--- src/verilog/pmspi_pkg.sv ---
// pmspi_pkg: constants and types of the serial frame handler of the power monitor.
// assumes: shared by the frame handler and by the bench that drives it.
package pmspi_pkg;

    // =========================================================================
    // frame layout
    localparam int          ADDR_W      = 7;     // register address field
    localparam int          DATA_W      = 32;    // data and response fields
    localparam int          FRAME_W     = ADDR_W + 1 + DATA_W;
    localparam logic [5:0]  FRAME_BITS  = 6'h28; // 40 bit clocks per frame
    localparam logic [5:0]  RESP_LAST   = 6'h1f; // last falling edge that shifts the response
    localparam int          DIR_POS     = DATA_W;          // direction bit inside the frame
    localparam int          ADDR_LSB    = DATA_W + 1;      // address lsb inside the frame
    localparam logic        DIR_READ    = 1'b1;  // direction bit value meaning read

    // =========================================================================
    // reset values
    localparam logic [31:0] RESP_RESET  = 32'h0000_0000;
    localparam logic [39:0] FRAME_RESET = 40'h00_0000_0000;

    // =========================================================================
    // link rate
    localparam int          SPI_MAX_HZ  = 10_000_000;
    localparam int          CLK_HZ      = 250_000_000;
    localparam int          SYNC_LAT    = 4;     // cycles from pin edge to shifted output
    // half bit period at the top link rate, in system clocks, rounded down
    localparam int          SCK_HALF_CYC = CLK_HZ / (2 * SPI_MAX_HZ);

    // =========================================================================
    // frame states, gray along idle -> shift -> capture
    typedef enum logic [1:0] {
        ST_IDLE    = 2'b00,
        ST_SHIFT   = 2'b01,
        ST_CAPTURE = 2'b11
    } pmspi_state_t;

endpackage : pmspi_pkg

--- src/verilog/pmspi_frame.sv ---
// pmspi_frame: serial slave frame handler; turns each frame of 40 bits or more into one register command.
// assumes: register bank on I_CLOCK answers I_RD_DATA combinationally from O_CMD_ADDR;
// link pins are asynchronous and sampled here; link mode 0 (sample rising, shift falling).
//
// How it works
// - link is sampled by the fast clock; margin holds up to ten megahertz bit rate.
// - only the serial slave protocol exists here; no run-time protocol switch.
// - data output is driven from a flop at all times, also with select high.
// - the bit after the address: one means read, zero means write.
// - every frame shifts out a thirty-two bit response, msb first.
// - response carries the result of the last accepted frame's command.
// - write stores the 32-bit data field; read passes it to O_CMD_WDATA too.
`timescale 1ns/1ps
module pmspi_frame (
    input  wire logic                        I_CLOCK,
    input  wire logic                        I_RESETN,
    input  wire logic                        I_CE,
    input  wire logic                        I_SCK,
    input  wire logic                        I_CS_N,
    input  wire logic                        I_MOSI,
    input  wire logic [pmspi_pkg::DATA_W-1:0] I_RD_DATA,
    output logic                             O_MISO,
    output logic                             O_CMD_VALID,
    output logic                             O_CMD_READ,
    output logic      [pmspi_pkg::ADDR_W-1:0] O_CMD_ADDR,
    output logic      [pmspi_pkg::DATA_W-1:0] O_CMD_WDATA
);
    import pmspi_pkg::*;

    // =========================================================================
    // pin synchronisers
    logic [2:0]         meta_reg;      // first stage, read only by sync_reg
    logic [2:0]         sync_reg;      // {sck, cs_n, mosi}
    logic [1:0]         prev_reg;      // delayed {sck, cs_n} for edge detection
    logic [2:0]         meta_next;
    logic [2:0]         sync_next;
    logic [1:0]         prev_next;
    logic               sck_rise;
    logic               sck_fall;
    logic               cs_fall;
    logic               cs_high;
    logic               mosi_s;

    // two flops per pin; a 10 MHz link leaves 12 clocks per half bit for SYNC_LAT of 4
    always_comb begin
        meta_next = {I_SCK, I_CS_N, I_MOSI};
        sync_next = meta_reg;
        prev_next = sync_reg[2:1];
    end

    always_ff @(posedge I_CLOCK) begin
        if (!I_RESETN) begin
            meta_reg <= 3'h2;
            sync_reg <= 3'h2;
            prev_reg <= 2'h1;
        end else if (I_CE) begin
            meta_reg <= meta_next;
            sync_reg <= sync_next;
            prev_reg <= prev_next;
        end
    end

    // edges seen only from the second stage onward
    always_comb begin
        sck_rise = sync_reg[2] & ~prev_reg[1];
        sck_fall = ~sync_reg[2] & prev_reg[1];
        cs_fall  = ~sync_reg[1] & prev_reg[0];
        cs_high  = sync_reg[1];
        mosi_s   = sync_reg[0];
    end

    // =========================================================================
    // frame engine
    pmspi_state_t       state_reg;
    pmspi_state_t       state_next;
    logic [5:0]         cnt_reg;       // bits taken in this frame
    logic [5:0]         cnt_next;
    logic [FRAME_W-1:0] sin_reg;       // address, direction, data as received
    logic [FRAME_W-1:0] sin_next;
    logic [DATA_W-1:0]  sout_reg;      // response being shifted out
    logic [DATA_W-1:0]  sout_next;
    logic [DATA_W-1:0]  resp_reg;      // result of the last command, sent next frame
    logic [DATA_W-1:0]  resp_next;
    logic               miso_reg;
    logic               miso_next;
    logic               valid_reg;
    logic               valid_next;
    logic               read_reg;
    logic               read_next;
    logic [ADDR_W-1:0]  addr_reg;
    logic [ADDR_W-1:0]  addr_next;
    logic [DATA_W-1:0]  wdata_reg;
    logic [DATA_W-1:0]  wdata_next;

    // only serial slave framing is built; the protocol choice is fixed at build time
    always_comb begin
        state_next = state_reg;
        cnt_next   = cnt_reg;
        sin_next   = sin_reg;
        sout_next  = sout_reg;
        resp_next  = resp_reg;
        miso_next  = miso_reg;
        valid_next = 1'b0;
        read_next  = read_reg;
        addr_next  = addr_reg;
        wdata_next = wdata_reg;
        unique case (state_reg)
            ST_IDLE: begin
                if (cs_fall) begin
                    // present the msb of the last result before the first rising edge
                    state_next = ST_SHIFT;
                    cnt_next   = 6'h00;
                    sout_next  = resp_reg;
                    miso_next  = resp_reg[DATA_W-1];
                end
            end
            ST_SHIFT: begin
                if (cs_high) begin
                    // a short frame is dropped; nothing reaches the bank; a long one is taken with its first 40 bits
                    if (cnt_reg == FRAME_BITS) begin
                        state_next = ST_CAPTURE;
                        valid_next = 1'b1;
                        addr_next  = sin_reg[FRAME_W-1:ADDR_LSB];
                        read_next  = (sin_reg[DIR_POS] == DIR_READ);
                        wdata_next = sin_reg[DATA_W-1:0];
                    end else begin
                        state_next = ST_IDLE;
                    end
                end else begin
                    if (sck_rise && cnt_reg < FRAME_BITS) begin
                        sin_next = {sin_reg[FRAME_W-2:0], mosi_s};
                        cnt_next = cnt_reg + 6'h01;
                    end
                    if (sck_fall && cnt_reg != 6'h00 && cnt_reg <= RESP_LAST) begin
                        sout_next = {sout_reg[DATA_W-2:0], 1'b0};
                        miso_next = sout_reg[DATA_W-2];
                    end
                end
            end
            ST_CAPTURE: begin
                // bank answers from O_CMD_ADDR in this cycle; a write echoes its data
                state_next = ST_IDLE;
                resp_next  = read_reg ? I_RD_DATA : wdata_reg;
            end
            default: begin
                state_next = ST_IDLE;
            end
        endcase
    end

    always_ff @(posedge I_CLOCK) begin
        if (!I_RESETN) begin
            state_reg <= ST_IDLE;
            cnt_reg   <= 6'h00;
            sin_reg   <= FRAME_RESET;
            sout_reg  <= RESP_RESET;
            resp_reg  <= RESP_RESET;
            miso_reg  <= 1'b0;
            valid_reg <= 1'b0;
            read_reg  <= 1'b0;
            addr_reg  <= 7'h00;
            wdata_reg <= RESP_RESET;
        end else if (I_CE) begin
            state_reg <= state_next;
            cnt_reg   <= cnt_next;
            sin_reg   <= sin_next;
            sout_reg  <= sout_next;
            resp_reg  <= resp_next;
            miso_reg  <= miso_next;
            valid_reg <= valid_next;
            read_reg  <= read_next;
            addr_reg  <= addr_next;
            wdata_reg <= wdata_next;
        end
    end

    // outputs straight from flops; data output has no enable, so it is never released
    assign O_MISO      = miso_reg;
    assign O_CMD_VALID = valid_reg;
    assign O_CMD_READ  = read_reg;
    assign O_CMD_ADDR  = addr_reg;
    assign O_CMD_WDATA = wdata_reg;
endmodule : pmspi_frame

--- config.mk ---
export PLATFORM = sky130hd
export DESIGN_NAME = pmspi_frame
export DESIGN_NICKNAME = d
export VERILOG_FILES = /design/src/verilog/pmspi_pkg.sv /design/src/verilog/pmspi_frame.sv
export SDC_FILE = /design/constraint.sdc
export NUM_CORES = 1
export LEC_CHECK = 0
export ABC_AREA = 1
export BUFFER_PORTS_ARGS = -buffer_cell sky130_fd_sc_hd__buf_2
export CORE_AREA = 5 5 136 138
export CTS_CLUSTER_SIZE = 28
export DETAILED_ROUTE_END_ITERATION = 16
export DIE_AREA = 0 0 141 143
export GPL_TIMING_DRIVEN = 0
export SLEW_MARGIN = 10
export SYNTH_ARGS = -nofsm -noshare
export SYNTH_HDL_FRONTEND = slang
export SYNTH_SLANG_ARGS = --single-unit
export TNS_END_PERCENT = 1
--- constraint.sdc ---
create_clock -name I_CLOCK -period 2.7 [get_ports I_CLOCK]
set_input_delay 0.135 -clock I_CLOCK [delete_from_list [all_inputs] [get_ports I_CLOCK]]
set_output_delay 0.135 -clock I_CLOCK [all_outputs]
set_load 0.03 [all_outputs]
# After elaboration in Yosys (flattened, before gate mapping)
# Cells that the tools add are included.
# op_classes
addsub	1
n_lt_le_gt_ge	2
eq_ne	8
muxes	20
bitwise_logic	6
n_reduce_logical	12
# ops
cell	n
31-bit 2-to-1 mux	3
31-bit one-hot mux with 2 select lines	1
32-bit 2-to-1 mux	1
6-bit 2-to-1 mux	3
6-bit one-hot mux with 2 select lines	1
2-bit inequality test (second input constant)	5
5-bit AND reduction	2
4-bit AND reduction	2
6-bit by 1-bit adder with 6-bit output (second input constant)	1
6-bit == test (second input constant)	1
6-bit by 5-bit less-or-equal comparator with 1-bit output (second input constant)	1
6-bit less-than comparator (second input constant)	1
1-bit 2-to-1 mux	6
2-bit 2-to-1 mux	3
6-bit nonzero test	1
2-bit one-hot mux with 2 select lines	1
1-bit AND	3
1-bit logical AND	3
1-bit inverter	3
3-bit AND reduction	1
2-bit by 1-bit == test with 1-bit output (second input constant)	1
2-bit == test (second input constant)	1
2-bit logical NOT	1
1-bit one-hot mux with 2 select lines	1
other kinds (2)	2
# totals
register_bits	161
in_bits	38
out_inout_bits	42
word_cells	62

# Logic depth before layout (Yosys ltp)
# Gate-level depths: netlist of the first run.
# logic_depth
ltp_word	7
ltp_mapped	10

# Worst setup path before layout of the first run
# Ideal clock, no wire load.
# synth_timing
kind	reg-to-reg
from	reg cnt_reg[0]
to	reg addr_reg[0] (netlist: O_CMD_ADDR[0])
setup_ns	0.113
arrival_ns	1.313
setup_slack_ns	1.274
path_stages_with_launch	10
path_buffers	2
period_less_slack_ns	1.426
path_cell_list	dfxtp_1 inv_1 ha_1 and3_1 nand3b_1 buf_2 buf_2 nand2_1 nand2_1 nor2_1
# synth_between
elab_chain_cells	2
# synth_lines
item	line_no	source
start: declaration	pmspi_frame.sv:76	logic [5:0] cnt_reg;
start signal: assignment	pmspi_frame.sv:165	cnt_reg <= cnt_next;
6-bit == test	pmspi_frame.sv:120	if (cnt_reg == FRAME_BITS) begin
4-bit AND reduction (no source line)	--	
end signal: assignment	pmspi_frame.sv:172	addr_reg <= addr_next;
end: declaration	pmspi_frame.sv:90	logic [ADDR_W-1:0] addr_reg;
# Every way passes these cells.
# A chain may end at the register's enable or synchronous reset.

# Final worst setup path of the first run
# layout_timing
from	in I_CE
to	reg sin_reg[11]
# layout_between
elab_chain_cells	1
# layout_lines
item	line_no	source
start: declaration	pmspi_frame.sv:17	input wire logic I_CE,
4-bit AND reduction (no source line)	--	
end signal: assignment	pmspi_frame.sv:166	sin_reg <= sin_next;
end: declaration	pmspi_frame.sv:78	logic [FRAME_W-1:0] sin_reg;
# Every way passes these cells.

==> flow_metrics.py, run 1 <==
metrics = {
    "run_status": {
        "status": "finished clean",
    },
    "global_routing": {
        "gr-total-overflow": 0,
        "grtUsageTotal_pct": 18.2,
        "first_global_vias": 5940,
        "grt_start_max_net_pins": 17,
        "grt_first_pass_wirelength_um": 29500,
        "number_of_antenna_violations_at_the_first_check_in_global_routing": 0,
    },
    "synthesis": {
        "synth_enable_flop_cells": 0,
        "synth_top_cell_by_area": "dfxtp_1",
        "synthMostInstantiatedCell": "nand2_1",
        "async_set_or_reset_flop_fraction_in_the_synthesized_netlist_pct": 0,
        "ys.flop_type": "dfxtp_1",
        "ys_top_cells_by_area": "dfxtp_1, nand2_1, nor2_1",
        "netlist.area_leader.share_pct": 48.0,
        "synth_seq_cells": 161,
        "synth.cells.most_frequent": "nand2_1, nor2_1, dfxtp_1",
        "syn-num-nets": 1010,
        "synth.lib_cells_used.distinct": 24,
        "syn-cell-area_mm2": 0.00671,
        "post_synth_inst_count": 970,
        "postSynthAreaPerCell_um2": 6.92,
        "seq_area_frac_synth_pct": 48.0,
        "synth-warning-count": 0,
    },
    "setup_path": {
        "reg2reg_setup_slack_ps": 920,
        "worstSetupEndpoint": "sin_reg[11]",
        "worst_path_most_repeated_cell": "clkbuf_1",
        "path_class": "in -> reg",
        "critPathRequiredTime_ps": 3020,
        "cell_by_cell_listing_of_the_critical_path": "dlygate4sd3_1, buf_2, clkbuf_1, nand4_1, clkbuf_1, o21ai_0, nor2_1",
        "startpoint_type": "primary input",
        "worstPathArrival_ps": 2110,
        "crit-reg2reg-capture": "O_CMD_WDATA[22]",
        "cp_slowest_stage_delay_ps": 520,
        "slowest_stage": "dlygate4sd3_1",
        "path_max_fanout": 10,
        "timing.reg2reg.worst_path_depth": 9,
        "endpoint_kind": "flip-flop",
        "worst_setup_path_startpoint": "I_CE",
        "worstReg2RegStart": "cnt_reg[0]",
    },
    "route": {
        "vias_per_cell": 4.68,
        "routed_wl_um": 17900,
        "routed-via-count": 6128,
        "detailedRoute.firstPassIterationCount": 5,
        "route.antenna.remaining_nets": 0,
        "drt_iter0_markers": 358,
        "drc": 0,
        "wl_per_cell_um": 13.7,
    },
    "sta": {
        "rsz0062_at_grt": "no",
        "worst_slew_margin_rel_pct": 59.1,
        "number_of_endpoints_failing_setup_at_the_final_stage": 0,
        "finalMaxSlewViolations": 0,
        "setup-tns-final_ps": 0,
        "clock-skew-final_ps": 8.18,
        "timing_hold_violations_final": 0,
        "worst_slack_ps": 909,
        "final_min_period_over_clock_period_pct": 66.3,
        "tightest_slew_ps": 613,
        "finalWorstPathRequiredPeriod_ps": 1790,
        "maxClockFrequency_mhz": 558,
    },
    "clocking": {
        "cts_root_buffer": "clkbuf_16",
        "cts_tree": "yes",
        "number_of_buffers_added_by_the_clock_tree_synthesis_step": 17,
        "post_cts_setup_repair_buffer_count": 0,
        "clkSinkCount": 161,
        "max-clock-path-buffers": 2,
        "clk-insertion-delay-late_ps": 430,
        "htree_num_levels": 4,
        "clkTransAtPathRegs_ps": 60,
    },
    "pwr": {
        "power_density_mw_per_mm2": 656,
        "power.static_leakage_uw": 0.00350,
        "vdd.ir_drop.worst_mv": 0.437,
    },
    "cells_and_area": {
        "drive_above_1_share_pct": 13.6,
        "area.growth.synth_to_final_pct": 19.6,
        "final_net_count": 1112,
        "fillCellCount": 1831,
        "largest_register_ff_count": 40,
        "n_antenna_cell": 0,
    },
    "die": {
        "floorplan.die.width_um": 141,
        "chipHeight_um": 143,
        "floorplan.initialDensity_pct": 39.3,
        "ios": 80,
        "floorplan.rows": 48,
        "total_die_area_mm2": 0.0202,
        "core_region_area_mm2": 0.0171,
    },
    "flow_run": {
        "cap_viol_max_count": 0,
    },
    "min_path": {
        "hp-class": "in -> reg",
    },
    "placement": {
        "port-buffer-count": 79,
        "place.detailed.hpwl_um": 13300,
        "preCtsSetupSlack_ps": 959,
        "gp_congestion": 0.835,
    },
}
==> repair_timing <==
item                                   CTS  global route
hold buffers                             4             0
endpoints found under the hold margin    4             0
resized for setup                        0             0
==> layout by cell type (no fill, tap or decap), types with 2 or more instances in the layout <==
cell type | synthesis | final
nand2_2 | 3 | 3
buf_2 | 24 | 103
nor2_2 | 2 | 2
buf_1 | 3 | 3
nand4_1 | 2 | 2
ha_1 | 2 | 2
clkbuf_1 | 31 | 34
nand3b_1 | 2 | 2
clkinv_2 | 0 | 4
o21ai_0 | 112 | 112
dlygate4sd3_1 | 0 | 4
inv_1 | 85 | 85
clkbuf_16 | 0 | 17
dfxtp_1 | 161 | 161
nand2_1 | 201 | 201
nand3_1 | 44 | 44
o21ai_1 | 33 | 33
bufinv_16 | 0 | 4
nor2_1 | 176 | 176
buf_4 | 6 | 6
clkinvlp_4 | 0 | 2
a21oi_1 | 74 | 74
inv_2 | 3 | 3
==> metal layers <==
metal / part of all wire, % / up-vias / GRT usage (%)
li1: - / 3262 / -
met1: 48 / 2734 / 23.5
met2: 47 / 103 / 30.5
met3: 3.3 / 29 / 3.65
met4: 2.0 / 0 / 6.17
met5: 0 / - / 0
==> cell type report <==
type / instances / area (µm²) / share of cell area [%]
buffer: 65 / 304 / 3.79
timing repair buffer: 83 / 435 / 5.42
inverter: 88 / 330 / 4.12
multi-input combinational: 656 / 2850 / 35.5
clock buffer: 20 / 437 / 5.44
clock inverter: 11 / 164 / 2.04
tap: 225 / 282 / 3.51
sequential: 161 / 3220 / 40.2
==> worst min path at each step <==
stage / slack, ps / cells after the start / to / from
after floorplan: 260 / 2 / meta_reg[1] / I_CS_N
after global placement: 350 / 3 / meta_reg[1] / I_CS_N
after detailed placement: 350 / 3 / meta_reg[1] / I_CS_N
after CTS: 70 / 5 / resp_reg[15] / I_RD_DATA[15]
after global routing: 100 / 5 / resp_reg[13] / I_RD_DATA[13]
final: 90 / 5 / resp_reg[15] / I_RD_DATA[15]
==> power breakdown <==
part / total, µW / switching (µW) / internal (µW) / leakage (µW)
registers: 2420 / 15.7 / 2400 / 0.00130
logic: 354 / 248 / 107 / 0.00192
clock network: 2490 / 955 / 1540 / 0.000290
total: 5260 / 1220 / 4040 / 0.00350
==> critical path: cells and delay by family <==
family / cells / cell delay [ps]
buffers and inverters: 4 / 1300
AND/OR/NAND/NOR: 2 / 440
AO/OA/AOI/OAI: 1 / 230
==> kinds of logic (layout without fill, tap and decap cells) <==
group           count (synthesis)  count (layout)  synth area share [%]
flops                         161             161                  48.0
simple gates                  433             433                  25.6
buf+inv                       153             267                  9.46
xor+xnor                        1               1                 0.131
fa+ha+maj                       2               2                 0.373
compound gates                220             220                  16.4
==> through the flow <==
stage / instances / hold slack [ps] / power, µW / util [%] / area (µm²)
2_1_floorplan: 970 / 261 / 2700 / - / 6710
3_3_place_gp: 1274 / 351 / 2820 / 43.3 / 7390
3_5_place_dp: 1274 / 351 / 2820 / 43.3 / 7390
4_1_cts: 1309 / 70.2 / 5310 / 47.1 / 8030
5_1_grt: 1309 / 103 / 5460 / 47.1 / 8030
6_report: 1309 / 87.7 / 5260 / 47.1 / 8030
(Power assumes the default switching activity.)
==> run 2, diff against run 1 <==
==> constraint.sdc (replaced) <==
create_clock -name I_CLOCK -period 1.8 [get_ports I_CLOCK]
set_input_delay 0.09 -clock I_CLOCK [delete_from_list [all_inputs] [get_ports I_CLOCK]]
set_output_delay 0.09 -clock I_CLOCK [all_outputs]
set_load 0.03 [all_outputs]
==> run 2 against run 1 <==
Effect of this change: hold slack lost 45 ps; largest cell class unchanged; largest power group unchanged; clock skew decreased by 2.2 ps; sequential share of layout area decreased by 0.10 points; die area is the same; via count is 0.41% lower; count of clock-buffer cells in the layout did not move.
==> flow_metrics.py, run 2 (synthesized netlist as in run 1, its figures left out) <==
metrics = {
    "run_status": {
        "status": "finished clean",
    },
    "global_routing": {
        "gr-total-overflow": 0,
        "grt_start_max_net_pins": 17,
        "first_global_vias": 5940,
        "grt_first_pass_wirelength_um": 29500,
        "number_of_antenna_violations_at_the_first_check_in_global_routing": 0,
        "grtUsageTotal_pct": 18.2,
    },
    "placement": {
        "gp_congestion": 0.835,
        "port-buffer-count": 79,
        "place.detailed.hpwl_um": 13300,
        "dp_cells": 1274,
    },
    "clocking": {
        "clkSinkCount": 161,
        "cts_root_buffer": "clkbuf_16",
        "number_of_buffers_added_by_the_clock_tree_synthesis_step": 17,
        "max-clock-path-buffers": 2,
        "clkTransAtPathRegs_ps": 60,
        "htree_num_levels": 4,
        "clk-insertion-delay-late_ps": 420,
        "cts_tree": "yes",
    },
    "pwr": {
        "p_seq_share_pct": 46.0,
        "pwr-share-clk_pct": 47.3,
        "internal_power_uw": 6070,
        "power_density_mw_per_mm2": 981,
        "pwr-share-comb_pct": 6.7,
        "vdd.ir_drop.worst_mv": 0.654,
        "power.static_leakage_uw": 0.00352,
        "power_switching_share_pct": 23.1,
        "fin_total_pwr_uw": 7890,
        "p_switching_uw": 1820,
    },
    "route": {
        "routed_wl_um": 17900,
        "route.antenna.remaining_nets": 0,
        "drt_iter0_markers": 367,
        "wl_per_cell_um": 13.6,
        "vias_per_cell": 4.66,
        "drc": 0,
        "routed-via-count": 6103,
        "detailedRoute.firstPassIterationCount": 5,
    },
    "die": {
        "floorplan.initialDensity_pct": 39.3,
        "floorplan.die.width_um": 141,
        "total_die_area_mm2": 0.0202,
        "ios": 80,
        "core_region_area_mm2": 0.0171,
        "chipHeight_um": 143,
        "floorplan.rows": 48,
    },
    "sta": {
        "final_min_period_over_clock_period_pct": 94.3,
        "number_of_endpoints_failing_setup_at_the_final_stage": 0,
        "rsz0062_at_grt": "no",
        "finalWorstPathRequiredPeriod_ps": 1700,
        "clock-skew-final_ps": 6.03,
        "tightest_slew_ps": 632,
        "maxClockFrequency_mhz": 589,
        "timing_hold_violations_final": 0,
        "worst_slew_margin_rel_pct": 57.9,
        "setup-tns-final_ps": 0,
        "finalMaxSlewViolations": 0,
    },
    "cells_and_area": {
        "finish.cell_count_without_fillers": 1310,
        "area.growth.synth_to_final_pct": 19.9,
        "most_frequent_cells_in_the_layout": "nand2_1, nor2_1, dfxtp_1",
        "layout_commonest_cell": "nand2_1",
        "drive_above_1_share_pct": 13.6,
        "final_net_count": 1113,
        "n_antenna_cell": 0,
        "final_core_utilization_pct": 47.2,
        "largest_register_ff_count": 40,
    },
    "flow_run": {
        "cap_viol_max_count": 0,
    },
    "setup_path": {
        "endpoint_kind": "flip-flop",
        "critPathRequiredTime_ps": 2120,
        "worstPathArrival_ps": 2020,
        "path_class": "reg -> reg",
        "startpoint_type": "flip-flop",
        "path_max_fanout": 10,
    },
    "min_path": {
        "hp-class": "in -> reg",
    },
}
==> run 2: cell types whose count changed in the layout (fill, tap and decap cells not counted) <==
cell,before,now
buf_2,103,98
o21ai_1,33,34
clkbuf_4,0,5
buf_4,6,7
o21ai_0,112,111
==> run 2: metal layers <==
metal	routed length (µm)	global-route usage, %
met5	0	0
met3	376	3.65
met2	8440	30.5
met1	8670	23.5
met4	361	6.17
==> run 2: what timing repair did <==
item	in CTS	in global routing
gates resized for setup	0	6
setup buffers	0	1
hold buffers	4	0
endpoints found under the setup margin	0	80
hold endpoints to repair	4	0
==> run 2: power by group through the flow <==
stage / Sequential, µW / Clock, µW / Combinational, µW
after global placement: 3700 / 0 / 524
after CTS: 3630 / 3800 / 533
after global routing: 3630 / 3960 / 600
final: 3630 / 3730 / 532
after detailed placement: 3700 / 0 / 525
after floorplan: 3700 / 0 / 351
==> run 2: worst max-delay path, stage by stage (launching register included) <==
cell	delay (ps)
dfxtp_1	380
inv_1	80
ha_1	210
and3_1	200
nand3b_1	90
clkbuf_4	210
clkbuf_4	240
nand2_1	70
nand2_1	60
nor2_1	50
==> run 2: final timing paths <==
kind                          end  depth (start not counted)           from  slack [ps]
setup / recovery  O_CMD_WDATA[22]                          9     cnt_reg[0]         100
hold / removal       resp_reg[15]                          5  I_RD_DATA[15]          40
setup reg to reg  O_CMD_WDATA[22]                          9     cnt_reg[0]         100
hold reg to reg      resp_reg[27]                          2   resp_reg[27]         450
==> run 2: layout make-up <==
class | count | area (µm²)
plain buffers | 65 | 317
clock buffers | 20 | 437
clock inverters | 11 | 164
fillers | 1825 | 9010
inverters | 88 | 330
multi-input cells | 656 | 2850
flip-flops and latches | 161 | 3220
well taps | 225 | 282
repair buffers | 84 | 443
==> run 2: through the flow <==
step	setup WS (ps)	instance area, µm²	hold slack, ps
5_1_grt	13.6	8050	58.2
6_report	103	8050	43.2
3_3_place_gp	33.6	7390	306
3_5_place_dp	59.2	7390	306
4_1_cts	34.1	8030	25.2
2_1_floorplan	374	6710	216
